File: src/epi_pkg.sv
package epi_pkg;

	// Register offsets on the plain register port.
	localparam logic [7:0] REG_PC_MASK_LOW  = 8'h32;
	localparam logic [7:0] REG_PC_MASK_HIGH = 8'h33;
	localparam logic [7:0] REG_MCU_CONTROL  = 8'h35;
	localparam logic [7:0] REG_IRQ_FLAGS    = 8'h3a;
	localparam logic [7:0] REG_IRQ_ENABLE   = 8'h3b;

	// Field positions shared by the enable mask and the flag register.
	localparam int BIT_EXT_PIN    = 6;
	localparam int BIT_GROUP_HIGH = 5;
	localparam int BIT_GROUP_LOW  = 4;
	localparam logic [7:0] IRQ_BITS_MASK = 8'h70;

	// Reset values.
	localparam logic [7:0] RST_IRQ_ENABLE  = 8'h00;
	localparam logic [7:0] RST_MCU_CONTROL = 8'h00;
	localparam logic [7:0] RST_PC_MASK     = 8'h00;
	localparam logic [2:0] RST_FLAGS       = 3'h0;
	localparam logic [7:0] RST_RDATA       = 8'h00;

	// Vector addresses fetched by the core.
	localparam logic [15:0] VEC_NONE       = 16'h0000;
	localparam logic [15:0] VEC_EXT_PIN    = 16'h0001;
	localparam logic [15:0] VEC_GROUP_LOW  = 16'h0002;
	localparam logic [15:0] VEC_GROUP_HIGH = 16'h0003;

	// Sample counter: edges are trusted once the pin history is valid.
	localparam logic [1:0] PRIME_DONE = 2'h3;
	localparam logic [1:0] PRIME_STEP = 2'h1;

	// Sense selection in mcu_control bits 1:0, in encoding order.
	typedef enum logic [1:0] {
		EPI_SENSE_LOW,
		EPI_SENSE_ANY,
		EPI_SENSE_FALL,
		EPI_SENSE_RISE
	} epi_sense_t;

endpackage : epi_pkg

File: src/epi_top.sv
`timescale 1ns/1ps
module epi_top (
	// Clock and reset
	input  wire logic                 ref_clk,
	input  wire logic                 nrst,
	// Register port
	input  wire logic [7:0]           reg_addr,
	input  wire logic [7:0]           reg_wdata,
	input  wire logic                 reg_wr,
	input  wire logic                 reg_rd,
	output logic      [7:0]           reg_rdata,
	// Pins
	input  wire logic [15:0]          pin_change_input,
	input  wire logic                 ext_irq_pin,
	// Core side
	input  wire logic                 core_irq_enable,
	input  wire logic                 irq_ack,
	output logic                      irq_req,
	output logic      [15:0]          irq_vector,
	output logic                      wake_req
);
	import epi_pkg::*;

	function automatic logic hit(input logic [7:0] addr, input logic [7:0] off);
		hit = (addr == off);
	endfunction : hit

	logic [7:0]  irq_enable_mask;
	logic [7:0]  mcu_control;
	logic [7:0]  pin_change_mask_low;
	logic [7:0]  pin_change_mask_high;
	logic        ext_pin_flag;
	logic        group_low_flag;
	logic        group_high_flag;
	logic [16:0] pin_meta;
	logic [16:0] pin_sync;
	logic [16:0] pin_prev;
	logic [1:0]  prime_cnt;

	// Register decode.
	wire wr_enable = reg_wr && hit(reg_addr, REG_IRQ_ENABLE);
	wire wr_flags  = reg_wr && hit(reg_addr, REG_IRQ_FLAGS);
	wire wr_mcu    = reg_wr && hit(reg_addr, REG_MCU_CONTROL);
	wire wr_mlow   = reg_wr && hit(reg_addr, REG_PC_MASK_LOW);
	wire wr_mhigh  = reg_wr && hit(reg_addr, REG_PC_MASK_HIGH);

	wire epi_sense_t sense = epi_sense_t'(mcu_control[1:0]);
	wire ext_en  = irq_enable_mask[BIT_EXT_PIN];
	wire high_en = irq_enable_mask[BIT_GROUP_HIGH];
	wire low_en  = irq_enable_mask[BIT_GROUP_LOW];
	wire primed  = (prime_cnt == PRIME_DONE);

	// The pins are sampled at the pad whatever their direction.
	wire [16:0] pin_raw = {ext_irq_pin, pin_change_input};

	// Edge detection works only on synchronised samples.
	wire [16:0] pin_toggle  = primed ? (pin_sync ^ pin_prev) : 17'h00000;
	wire        ext_sync    = pin_sync[16];
	wire        ext_rise    = pin_toggle[16] && ext_sync;
	wire        ext_fall    = pin_toggle[16] && !ext_sync;
	wire [7:0]  low_active  = pin_change_mask_low & {8{low_en}};
	wire [7:0]  high_active = pin_change_mask_high & {8{high_en}};
	wire        low_change  = |(pin_toggle[7:0] & low_active);
	wire        high_change = |(pin_toggle[15:8] & high_active);

	// Sense decode for the dedicated pin.
	logic ext_edge;
	always_comb begin
		unique case (sense)
			EPI_SENSE_LOW:  ext_edge = 1'b0;
			EPI_SENSE_ANY:  ext_edge = pin_toggle[16];
			EPI_SENSE_FALL: ext_edge = ext_fall;
			EPI_SENSE_RISE: ext_edge = ext_rise;
		endcase
	end

	// The level request follows the synchronised pin, so a low that vanishes
	// before the core is running again simply leaves nothing pending.
	wire ext_level  = (sense == EPI_SENSE_LOW) && !ext_sync && primed;
	wire gie        = core_irq_enable;
	wire want_ext   = gie && ext_en && (ext_pin_flag || ext_level);
	wire want_low   = gie && low_en && group_low_flag;
	wire want_high  = gie && high_en && group_high_flag;

	// Fixed priority by vector address.
	assign irq_req    = want_ext || want_low || want_high;
	assign irq_vector = want_ext ? VEC_EXT_PIN :
	                    want_low ? VEC_GROUP_LOW :
	                    want_high ? VEC_GROUP_HIGH : VEC_NONE;

	// Flag clears: write one, or the core taking the presented vector.
	wire ack_ext  = irq_ack && (irq_vector == VEC_EXT_PIN);
	wire ack_low  = irq_ack && (irq_vector == VEC_GROUP_LOW);
	wire ack_high = irq_ack && (irq_vector == VEC_GROUP_HIGH);
	wire clr_ext  = ack_ext || (wr_flags && reg_wdata[BIT_EXT_PIN]);
	wire clr_low  = ack_low || (wr_flags && reg_wdata[BIT_GROUP_LOW]);
	wire clr_high = ack_high || (wr_flags && reg_wdata[BIT_GROUP_HIGH]);

	// A set in the same cycle as a clear wins, so no event is lost.
	wire next_ext_pin_flag    = (sense != EPI_SENSE_LOW) &&
	                            (ext_edge || (ext_pin_flag && !clr_ext));
	wire next_group_low_flag  = low_change || (group_low_flag && !clr_low);
	wire next_group_high_flag = high_change || (group_high_flag && !clr_high);

	// Pin-change wake is a purely combinational compare of the pad against the last
	// synchronised value, so it asserts even with every clock stopped.
	// The cost is that glitches shorter than the minimum width may wake
	// the part without leaving a flag behind.
	wire wake_pc  = |((pin_change_input ^ pin_sync[15:0]) &
	                  {high_active, low_active});
	// Only the selected condition wakes, so an edge of the wrong direction
	// cannot start the clocks and then leave nothing pending.
	logic wake_ext_cond;
	always_comb begin
		unique case (sense)
			EPI_SENSE_LOW:  wake_ext_cond = !ext_irq_pin;
			EPI_SENSE_ANY:  wake_ext_cond = (ext_irq_pin != ext_sync);
			EPI_SENSE_FALL: wake_ext_cond = !ext_irq_pin && ext_sync;
			EPI_SENSE_RISE: wake_ext_cond = ext_irq_pin && !ext_sync;
		endcase
	end
	wire wake_ext = ext_en && wake_ext_cond;
	assign wake_req = primed && (wake_pc || wake_ext);

	// Read mux; reserved bits of the enable and flag registers come back zero.
	wire [7:0] flags_view = {1'b0, ext_pin_flag, group_high_flag, group_low_flag, 4'h0};
	wire [7:0] next_rdata =
		!reg_rd                                    ? RST_RDATA :
		hit(reg_addr, REG_IRQ_ENABLE)              ? irq_enable_mask :
		hit(reg_addr, REG_IRQ_FLAGS)               ? flags_view :
		hit(reg_addr, REG_MCU_CONTROL)             ? mcu_control :
		hit(reg_addr, REG_PC_MASK_LOW)             ? pin_change_mask_low :
		hit(reg_addr, REG_PC_MASK_HIGH)            ? pin_change_mask_high : RST_RDATA;

	// Two-flop synchroniser plus history; pin_meta feeds only pin_sync.
	always_ff @(posedge ref_clk or negedge nrst) begin
		if (!nrst) begin
			pin_meta  <= 17'h00000;
			pin_sync  <= 17'h00000;
			pin_prev  <= 17'h00000;
			prime_cnt <= 2'h0;
		end else begin
			pin_meta  <= pin_raw;
			pin_sync  <= pin_meta;
			pin_prev  <= pin_sync;
			prime_cnt <= primed ? prime_cnt : prime_cnt + PRIME_STEP;
		end
	end

	always_ff @(posedge ref_clk or negedge nrst) begin
		if (!nrst) begin
			irq_enable_mask      <= RST_IRQ_ENABLE;
			mcu_control          <= RST_MCU_CONTROL;
			pin_change_mask_low  <= RST_PC_MASK;
			pin_change_mask_high <= RST_PC_MASK;
		end else begin
			if (wr_enable) begin
				irq_enable_mask <= reg_wdata & IRQ_BITS_MASK;
			end
			if (wr_mcu) begin
				mcu_control <= reg_wdata;
			end
			if (wr_mlow) begin
				pin_change_mask_low <= reg_wdata;
			end
			if (wr_mhigh) begin
				pin_change_mask_high <= reg_wdata;
			end
		end
	end

	always_ff @(posedge ref_clk or negedge nrst) begin
		if (!nrst) begin
			{ext_pin_flag, group_high_flag, group_low_flag} <= RST_FLAGS;
			reg_rdata <= RST_RDATA;
		end else begin
			ext_pin_flag    <= next_ext_pin_flag;
			group_high_flag <= next_group_high_flag;
			group_low_flag  <= next_group_low_flag;
			reg_rdata       <= next_rdata;
		end
	end
endmodule : epi_top

File: config.mk
export PLATFORM = sky130hd
export DESIGN_NAME = epi_top
export DESIGN_NICKNAME = d
export VERILOG_FILES = /design/src/epi_pkg.sv /design/src/epi_top.sv
export SDC_FILE = /design/constraint.sdc
export NUM_CORES = 1
export LEC_CHECK = 0
export BUFFER_PORTS_ARGS = -buffer_cell sky130_fd_sc_hd__buf_2
export CAP_MARGIN = 40
export CORE_ASPECT_RATIO = 0.9
export CORE_MARGIN = 1
export CORE_UTILIZATION = 32
export DETAILED_ROUTE_END_ITERATION = 12
export PLACE_DENSITY = 0.47
export REMOVE_ABC_BUFFERS = 1
export SYNTH_ARGS = -nofsm -noshare
export SYNTH_HDL_FRONTEND = slang
export SYNTH_SLANG_ARGS = --single-unit
File: constraint.sdc
create_clock -name ref_clk -period 5.15 [get_ports ref_clk]
set_input_delay 0 -clock ref_clk [delete_from_list [all_inputs] [get_ports ref_clk]]
set_output_delay 0 -clock ref_clk [all_outputs]
set_load 0.005 [all_outputs]
==> key figures, run 1 <==
Place
  – Dpl hpwl: 6.107 mm
  – Routability-driven placement congestion ratio: 0.7970
  – Dpl cell area: 4189 µm²
  – Number of port buffers: 50

STA
  – Minimum clock period: 2.050 ns
  – RSZ-0062 raised after global routing: false
  – Final Max Tran Viols: 0
  – Setup TNS: 0 ns
  – Least-Margin Pin Slew: 0.7459 ns
  – Final Hold Fails: 0
  – Layout Skew: ~0.0084 ns
  – Max Fclk: between 400 and 500 MHz
  – Slew HR: 0.5001
  – Setup violators final: 0
  – Tcrit/Tclk final: 0.3980

Cells and area
  – Finished Cell Area: 4763 µm²
  – N_diodes: 0
  – Syn-to-layout area delta: 23.93%
  – Ratio of cells with drive above 1 in the final layout: 0.2564
  – Layout net count: 428

Detailed routing
  – # DRC: 0
  – DRT Wirelength: 8.659 mm
  – Total vias in the final route: 2526
  – Avg Vias per Cell: ~4.6
  – DRT Pass-1 Iters: 6
  – Antenna-violating nets left: 0
  – DR iter-0 viols: 114
  – Avg WL per Cell: 15.86 µm

Logic synthesis
  – Async SR Flop Fraction: 1.000
  – Post-synthesis adder-cell area fraction: 0.009766
  – Post-synthesis sequential area ratio: 0.5924
  – Count leader, synth: dfrtp_1
  – Syn avg cell area: approximately 12 µm²
  – Largest area contributor in the netlist: dfrtp_1
  – Top_reg_cell synth: dfrtp_1
  – Number of synthesized flops with an enable pin: 0
  – Synth Area in Simple Gates: 0.1064
  – Mux cell area share after synthesis: 0.1045
  – Seq cells post-synth: roughly 90
  – Post-Syn Area: 3844 µm²
  – Synth Area in XOR/XNOR: 0.07520
  – Cell variety after synth: 40
  – Synth area leaders: dfrtp_1 59%, mux2_2 9.1%, xor2_1 6.4%, buf_4 2.7%, nand2_1 2.6%
  – Synth top cells by count: 91 x dfrtp_1, 31 x mux2_2, 28 x xor2_1
  – Yosys warns: 0
  – Complex-gate fraction of the synthesized area: 0.06543
  – Largest family of logic cells by synthesized area: simple AND/OR/NAND/NOR gates
  – Syn Inst Count: 308
  – Yosys top cell area share: 0.5924

Die
  – Total die area: 12450 µm²
  – Die Span X: 117.5 µm
  – Rows: 37
  – Initial core utilization: 0.3321
  – Core Box Area: 11570 µm²
  – Die Y: between 100 and 150 µm
  – Ports: 65

Flow run
  – Total of max-cap violations: 0

Clock network
  – Setup Fix Bufs, Post-CTS: 0
  – Clock Sinks: slightly above 90
  – Root Driver: clkbuf_16
  – Max clock buf depth: 2
  – CTS clk-pin slew, worst paths: around 0.07 ns
  – CTS tree: built
  – Post-CTS Resized: 0
  – CTS Buf Count: 9
  – H-Tree Depth: 3
  – Hold_buf cts: 28
  – Later-pin clock latency in the skew report: 0.34 ns

Setup path
  – RR Startpoint: prime_cnt[0]
  – Worst EP arrival: 2.05 ns
  – Critical path's largest stage delay: 0.46 ns
  – Crit Path Max Fanout: 6
  – Crit Path Class: flop to primary output
  – CP Data Required Time: 5.15 ns
  – Register-to-register setup slack: 3.29 ns
  – Register-to-Register Path Depth: 6
  – Cell family with most CP delay: multiplexers
  – Crit. End Element: primary output
  – Startpoint types: flop
  – Buf/Inv on CP: 2
  – Worst r2r dst: group_low_flag
  – CP cell instances: ha_1 -> inv_1 -> mux4_2 -> a22oi_1 -> a21boi_0 -> buf_2
  – CP max stage cell: mux4_2

GRT
  – Vias in the first global route: approximately 2600
  – Tot GR Track Use: 0.1526
  – Pin count of the biggest net entering global routing: 56
  – First-pass GRT wire length: 14.15 mm
  – Grt ovf: 0
  – Antenna violations before repair: 0

Power
  – Overall Power: 1554 µW
  – Leakage power figure: about 0.0022 µW
  – Max rail drop VDD: 0.1906 mV
  – Cell area power density: 326.2 nW/µm²

Worst hold path
  – Worst min path class: primary input to flop
  – Hold Path Cell Cnt: 2
  – Worst hold path endpoint: irq_enable_mask[5]
  – Worst Hold Launch: reg_wdata[5]

Run status
  – Status: finished clean
==> registers in the layout, summed over array words and instances, names as in the netlist <==
name and count:
prime_cnt 2, pin_sync 17, reg_rdata 8, group_high_flag 1, irq_enable_mask 3, mcu_control 8, group_low_flag 1, pin_prev 17
pin_meta 17, ext_pin_flag 1, pin_change_mask_high 8, pin_change_mask_low 8
==> worst register-to-register path, stage by stage, from the launching register on <==
cell and delay [ns]:
dfrtp_1 0.40, ha_1 0.31, nor4b_1 0.18, o21ai_0 0.31
and3_1 0.23, a22oi_1 0.07, a22o_1 0.25
==> cell families (layout without fill, tap and decap cells) <==
kind of cell    after synthesis  after routing
flops                        91             91
simple gates                 79             79
compound gates               37             37
mux                          35             35
xor+xnor                     33             33
buf+inv                      29             98
fa+ha+maj                     3              3
other cells                   1             14
==> power breakdown <==
part | switching, µW | internal, µW | total (µW)
Clock | 268 | 387 | 654
Combinational | 60.0 | 58.4 | 118
Sequential | 30.7 | 750 | 781
Total | 359 | 1200 | 1550
==> how the worst max path moves through the flow <==
| stage | from | slack (ns) | to | cells after the start |
|---|---|---|---|---|
| detailed placement | prime_cnt[0] | 3.32 | group_low_flag | 6 |
| global placement | prime_cnt[0] | 3.37 | group_low_flag | 6 |
| finish | pin_sync[16] | 3.10 | wake_req | 6 |
| global route | pin_sync[16] | 3.04 | wake_req | 6 |
| floorplan | prime_cnt[0] | 3.48 | group_low_flag | 6 |
| CTS | pin_sync[16] | 3.07 | wake_req | 6 |
==> area by class of cell <==
type	count	area [µm²]
Tap cell	156	195.2
Clock inverter	4	51.30
Clock buffer	11	242.7
Sequential cell	91	2277
Timing Repair Buffer	79	540.5
Fill cell	1148	6810
Multi-Input combinational cell	201	1441
Inverter	4	15.01
==> routing by layer <==
metal  GRT usage  up-vias  part of all wire
met5           0        -                 0
met4     0.05678        0             0.015
met3     0.04185       10             0.047
met2      0.2287       70              0.44
met1      0.2109     1239              0.50
li1            -     1207                 -
==> stage by stage <==
stage / hold slack (ns) / setup WS, ns / instances / utilization
2_1_floorplan: -0.2956 / 3.481 / 296 / -
3_5_place_dp: -0.003869 / 3.320 / 503 / 0.3619
3_3_place_gp: -0.01006 / 3.371 / 503 / 0.3619
6_report: 0.02010 / 3.100 / 546 / 0.4116
4_1_cts: 0.002398 / 3.074 / 546 / 0.4116
5_1_grt: 0.01061 / 3.035 / 546 / 0.4116
==> cell usage in the layout (no fill, tap or decap), types with 2 or more instances in the layout <==
cell           Yosys  final
a22o_1             3      3
nor2_1            11     11
clkbuf_16          0      9
mux2_2            31     31
dfrtp_1           91     91
nand2_1           27     27
xor2_1            28     28
conb_1             1     14
xnor2_1            5      5
a221oi_1           3      3
dlygate4sd3_1      0     28
o21ai_0           10     10
and3_1             7      7
nor3_2             2      2
a31oi_1            8      8
buf_2              4     49
inv_1              4      4
a22oi_1            7      7
ha_1               3      3
mux2i_1            3      3
buf_4             14      2
nand3_1           15     15
nand4_1            5      5
nand2b_1           3      3
(Power assumes the default switching activity.)
==> inputs of run 2 (changes only) <==
clock period = 2.1 ns   (was 5.15 ns; I/O delays follow)
==> run 2 against run 1 <==
Cell count grew 0.92%; design area grew 1.6%; setup slack lost 3.0 ns; sequential power grew 140%; via count grew 1.8%; first-iteration DRC count grew 18%; sequential cell count is the same; sequential share of layout area shrank 0.74 points; clock-buffer cell count shrank 2; utilization grew 0.67 points; critical endpoint unchanged; highest routed layer unchanged.
==> key figures, run 2 (synthesis gave the netlist of run 1 again) <==
Cells and area
  – Largest regs: pin_meta x17, pin_prev x17, pin_sync x17
  – Post-layout util: 0.4183 (+0.006702)
  – N_diodes: 0 (unchanged)
  – Ratio of cells with drive above 1 in the final layout: 0.2759 (+0.01954)
  – Layout net count: 432 (+0.93%)
  – # fillers: 1148 (unchanged)
  – Syn-to-layout area delta: 25.94%
  – FF+latch area: 2278 µm² (about the same)
  – Multi-input logic area: 1448 µm² (+0.43%)
  – Commonest non-fill, non-tap cells in the layout: 90 x dfrtp_1, 49 x buf_2, 31 x mux2_2, 28 x xor2_1
  – Commonest non-fill, non-tap cell in the layout: dfrtp_1

STA
  – Max Fclk: 510.8 MHz
  – Least-Margin Pin Slew: 0.5048 ns (-0.2411 ns)
  – Final Hold Fails: 0 (unchanged)
  – RSZ-0062 raised after global routing: false
  – Minimum clock period: 1.958 ns
  – Layout Skew: 0.006886 ns (-0.001552 ns)
  – Slew HR: 0.6635 (+0.1634)
  – Tcrit/Tclk final: 0.9322
  – Post-route setup slack: 0.1425 ns (-2.958 ns)
  – Fin Hold WS: 0.01461 ns (-0.005485 ns)
  – Setup TNS: 0 ns (unchanged)
  – Setup violators final: 0 (unchanged)
  – Final Max Tran Viols: 0 (unchanged)

Clock network
  – Max clock buf depth: 2 (unchanged)
  – H-Tree Depth: 3 (unchanged)
  – Clock Sinks: 91 (unchanged)
  – Later-pin clock latency in the skew report: 0.34 ns (about the same)
  – Setup Fix Bufs, Post-CTS: 0 (unchanged)
  – CTS Buf Count: 9 (unchanged)
  – Root Driver: clkbuf_16
  – CTS tree: built
  – CTS clk-pin slew, worst paths: 0.07 ns (about the same)

Power
  – Clock share of power: 0.441 (+0.020)
  – Cell area power density: 817.0 nW/µm² (+150%)
  – Comb power frac: 0.076 (about the same)
  – Overall Power: 3955 µW (+150%)
  – Leakage power figure: 0.002282 µW (+2.0%)
  – Max rail drop VDD: 0.4419 mV (+130%)
  – Net load switching power: 916.3 µW (+160%)
  – Int Pwr: 3039 µW (+150%)
  – Sw Share: 0.2317 (+0.0008781)
  – Reg power frac: 0.484 (-0.019)

Setup path
  – Crit Path Class: flop to primary output
  – CP Data Required Time: 2.10 ns (-3.05 ns)
  – Crit. End Element: primary output
  – Startpoint types: flop
  – Crit Path Max Fanout: 6 (unchanged)
  – Worst EP arrival: 1.96 ns (-0.09 ns)

Detailed routing
  – Total vias in the final route: 2571 (+1.8%)
  – Avg WL per Cell: 15.71 µm (-0.95%)
  – Antenna-violating nets left: 0 (unchanged)
  – # DRC: 0 (unchanged)
  – DRT Pass-1 Iters: 4 (-2)
  – DRT Wirelength: 8.655 mm (about the same)
  – Avg Vias per Cell: 4.666 (+0.86%)
  – DR iter-0 viols: 134 (+18%)

GRT
  – Vias in the first global route: 2649 (+1.4%)
  – Pin count of the biggest net entering global routing: 92 (+64%)
  – First-pass GRT wire length: 14.48 mm (+2.3%)
  – Grt ovf: 0 (unchanged)
  – Tot GR Track Use: 0.1539 (+0.001248)
  – Antenna violations before repair: 0 (unchanged)

Worst hold path
  – Worst min path class: primary input to flop

Place
  – DP Worst Slack: 0.3866 ns (-2.933 ns)
  – Number of port buffers: 50 (unchanged)
  – Routability-driven placement congestion ratio: 0.7557 (-5.2%)
  – Dpl hpwl: 6.126 mm (+0.32%)

Run status
  – Status: finished clean

Die
  – Die Y: 106.0 µm (unchanged)
  – Die Span X: 117.5 µm (unchanged)
  – Initial core utilization: 0.3321 (unchanged)
  – Ports: 65 (unchanged)
  – Total die area: 12450 µm² (unchanged)
  – Core Box Area: 11570 µm² (unchanged)
  – Rows: 37 (unchanged)

Flow run
  – Total of max-cap violations: 0 (unchanged)
run 2: final timing paths:
path / from / to / slack [ns] / cells after the start
setup reg to reg: prime_cnt[0] / group_low_flag / 0.38 / 6
setup / recovery: pin_sync[16] / wake_req / 0.14 / 6
hold / removal: core_irq_enable / ext_pin_flag / 0.01 / 4
min in group asynchronous: nrst / mcu_control[6] / 0.23 / 3
hold reg to reg: pin_meta[4] / pin_sync[4] / 0.35 / 0
max in group asynchronous: nrst / pin_prev[14] / 1.47 / 3
run 2: area by class of cell:
class | instances | share of cell area
well taps | 156 | 0.04032
clock inverters | 7 | 0.02042
clock buffers | 9 | 0.04652
repair buffers | 83 | 0.1199
inverters | 4 | 0.003102
multi-input cells | 201 | 0.2990
flip-flops and latches | 91 | 0.4707
run 2: what timing repair did:
item | CTS | global route
hold endpoints to repair | 132 | 0
gates resized for setup | 0 | 3
endpoints found under the setup margin | 0 | 1
hold buffers | 27 | 0
run 2: routing by layer:
| metal | part of all wire | vias up | wire length (µm) | track usage |
|---|---|---|---|---|
| li1 | - | 1215 | - | - |
| met1 | 0.51 | 1284 | 4414 | 0.2175 |
| met3 | 0.039 | 10 | 339 | 0.03863 |
| met5 | 0 | - | 0 | 0 |
| met2 | 0.44 | 62 | 3785 | 0.2282 |
| met4 | 0.013 | 0 | 115 | 0.05586 |
run 2: stage by stage:
step | instances | area (µm²)
4_1_cts | 551 | 4833
6_report | 551 | 4841
3_5_place_dp | 508 | 4239
5_1_grt | 551 | 4841
2_1_floorplan | 296 | 3734
3_3_place_gp | 508 | 4239
run 2: power groups by stage:
| stage | Sequential, µW | Clock (µW) | Combinational, µW |
|---|---|---|---|
| floorplan | 1920 | 0 | 123 |
| global placement | 1940 | 0 | 265 |
| detailed placement | 1940 | 0 | 266 |
| CTS | 1910 | 1800 | 305 |
| global route | 1920 | 1860 | 337 |
| finish | 1910 | 1740 | 300 |
run 2: worst max-delay path, stage by stage (launching register included):
cell and delay (ns):
dfrtp_2 0.44, ha_1 0.28, inv_1 0.04, mux4_2 0.44
a22oi_1 0.19, a21boi_1 0.09, buf_2 0.14
==> inputs of run 3 (changes only) <==
CAP_MARGIN = 10   (was 40)
clock period = 2.5 ns   (was 2.1 ns; I/O delays follow)
==> run 3 against run 2 <==
Worst hold slack gained 0.0046 ns; clock power fell by 21%; clock skew about the same; global-route usage hardly changed; sequential power decreased by 16%; critical path depth did not move; design area decreased by 1.1%; setup slack better by 0.35 ns; utilization decreased by 0.44 points; sequential share of layout area is 0.48 points higher; via count is 1.8% lower; largest power group unchanged; total power shrank 18%.
==> key figures, run 3 (synthesis gave the netlist of run 1 again) <==
Run status
  – Status: finished clean

Cells and area
  – # fillers: 1128 (-1.7%)
  – Largest regs: pin_meta x17, pin_prev x17, pin_sync x17
  – Ratio of cells with drive above 1 in the final layout: 0.2653 (-0.01064)
  – FF+latch area: 2277 µm² (about the same)
  – Commonest non-fill, non-tap cell in the layout: dfrtp_1
  – Commonest non-fill, non-tap cells in the layout: 91 x dfrtp_1, 49 x buf_2, 31 x mux2_2, 28 x xor2_1
  – Finished Cell Area: 4790 µm² (-1.1%)
  – Multi-input logic area: 1441 µm² (-0.43%)
  – Syn-to-layout area delta: 24.61%
  – N_diodes: 0 (unchanged)
  – Layout net count: 429 (-0.69%)

Detailed routing
  – Avg WL per Cell: 15.76 µm (+0.36%)
  – DRT Wirelength: 8.639 mm (-0.18%)
  – Avg Vias per Cell: 4.608 (-1.3%)
  – Total vias in the final route: 2525 (-1.8%)
  – DRT Pass-1 Iters: 4 (unchanged)
  – DR iter-0 viols: 142 (+6.0%)
  – Antenna-violating nets left: 0 (unchanged)
  – # DRC: 0 (unchanged)

Setup path
  – Crit Path Class: flop to primary output
  – Worst r2r dst: group_low_flag
  – Register-to-register setup slack: 0.65 ns (+0.27 ns)
  – CP Launch Point: pin_sync[16]
  – Startpoint types: flop
  – Crit. End Element: primary output
  – RR Startpoint: prime_cnt[0]
  – Register-to-Register Path Depth: 6 (unchanged)
  – CP max stage cell: mux4_2
  – Worst EP arrival: 2.01 ns (+0.05 ns)
  – Critical path's largest stage delay: 0.44 ns (about the same)
  – CP Data Required Time: 2.50 ns (+0.40 ns)
  – CP cell instances: ha_1 -> inv_1 -> mux4_2 -> a22oi_1 -> a21boi_0 -> buf_2
  – Crit Path Max Fanout: 6 (unchanged)
  – CP endpoint: wake_req

GRT
  – First-pass GRT wire length: 14.25 mm (-1.6%)
  – Vias in the first global route: 2644 (-0.19%)
  – Tot GR Track Use: 0.1540 (about the same)
  – Grt ovf: 0 (unchanged)
  – Pin count of the biggest net entering global routing: 92 (unchanged)
  – Antenna violations before repair: 0 (unchanged)

Die
  – Die Y: 106.0 µm (unchanged)
  – Die Span X: 117.5 µm (unchanged)
  – Core Box Area: 11570 µm² (unchanged)
  – Ports: 65 (unchanged)
  – Initial core utilization: 0.3321 (unchanged)
  – Rows: 37 (unchanged)
  – Total die area: 12450 µm² (unchanged)

STA
  – Least-Margin Pin Slew: 0.7736 ns (+0.2688 ns)
  – Setup TNS: 0 ns (unchanged)
  – Slew HR: 0.4815 (-0.1820)
  – Final Max Tran Viols: 0 (unchanged)
  – Layout Skew: 0.007358 ns (+0.0004722 ns)
  – Minimum clock period: just over 2 ns
  – Setup violators final: 0 (unchanged)
  – Tcrit/Tclk final: 0.8042
  – Final Hold Fails: 0 (unchanged)
  – Max Fclk: 497.4 MHz
  – RSZ-0062 raised after global routing: false

Clock network
  – Later-pin clock latency in the skew report: 0.35 ns (about the same)
  – Post-CTS Resized: 0 (unchanged)
  – CTS tree: built
  – Clock Sinks: 91 (unchanged)
  – CTS Buf Count: 9 (unchanged)
  – Setup Fix Bufs, Post-CTS: 0 (unchanged)
  – H-Tree Depth: 3 (unchanged)
  – Root Driver: clkbuf_16
  – CTS clk-pin slew, worst paths: 0.06 ns (about the same)
  – Max clock buf depth: 2 (unchanged)

Flow run
  – Total of max-cap violations: 0 (unchanged)

Place
  – Number of port buffers: 50 (unchanged)
  – Dpl hpwl: 6.039 mm (-1.4%)
  – Routability-driven placement congestion ratio: 0.8112 (+7.3%)
  – Dpl cell area: 4217 µm² (-0.53%)

Power
  – Cell area power density: 674.3 nW/µm² (-17%)
  – Max rail drop VDD: 0.4292 mV (-2.9%)
  – Leakage power figure: 0.002254 µW (-1.2%)

Worst hold path
  – Worst min path class: primary input to flop
run 3: cell count changes in the layout (fill, tap and decap cells not counted), sizes merged:
cell	previous run	this run
bufinv	2	1
buf	56	53
clkinvlp	1	2
inv	6	5
clkbuf	9	10
run 3: how the worst min path moves through the flow:
stage | startpoint | to | cells past startpoint
after global placement | nrst | reg_rdata[6] | 2
after detailed placement | nrst | reg_rdata[4] | 2
final | core_irq_enable | ext_pin_flag | 4
after CTS | core_irq_enable | ext_pin_flag | 4
after floorplan | nrst | ext_pin_flag | 0
after global routing | reg_wdata[5] | pin_change_mask_low[5] | 2
run 3: area by class of cell:
cell class / count / share of cell area
timing repair buffer: 80 / 0.1165
clock buffer: 10 / 0.04990
inverter: 4 / 0.003135
sequential: 91 / 0.4754
multi-input combinational: 201 / 0.3009
tap: 156 / 0.04075
clock inverter: 6 / 0.01332
run 3: per-stage QoR:
stage | hold slack, ns | std cells | power (µW) | setup slack (ns) | util
2_1_floorplan | -0.2956 | 296 | 1720 | 0.8311 | -
3_3_place_gp | 0.08698 | 505 | 1855 | 0.7318 | 0.3643
3_5_place_dp | 0.09108 | 505 | 1857 | 0.6670 | 0.3643
4_1_cts | 0.001765 | 548 | 3269 | 0.4579 | 0.4138
5_1_grt | 0.003055 | 548 | 3380 | 0.3613 | 0.4138
6_report | 0.01923 | 548 | 3229 | 0.4894 | 0.4138
run 3: repair_timing:
action	4_1_cts	5_1_grt
hold buffers	27	0
hold endpoints to repair	134	0
endpoints found under the setup margin	0	0
run 3: critical path, delay by kind of cell (launching register included):
family	cells	cell delay, ns
adder cells (fa/ha/maj)	1	0.29
AO/OA/AOI/OAI	2	0.31
buffers and inverters	2	0.20
flip-flops	1	0.43
multiplexers	1	0.44
run 3: routing by layer:
| layer | wire [µm] | track usage | part of all wire |
|---|---|---|---|
| met3 | 384 | 0.04238 | 0.044 |
| met2 | 3569 | 0.2189 | 0.41 |
| met4 | 231 | 0.07051 | 0.027 |
| met1 | 4454 | 0.2172 | 0.52 |
| met5 | 0 | 0 | 0 |
run 3: report_power, final:
group / internal (µW) / switching, µW
logic: 124 / 126
clock network: 802 / 571
registers: 1540 / 62.5
total: 2470 / 760
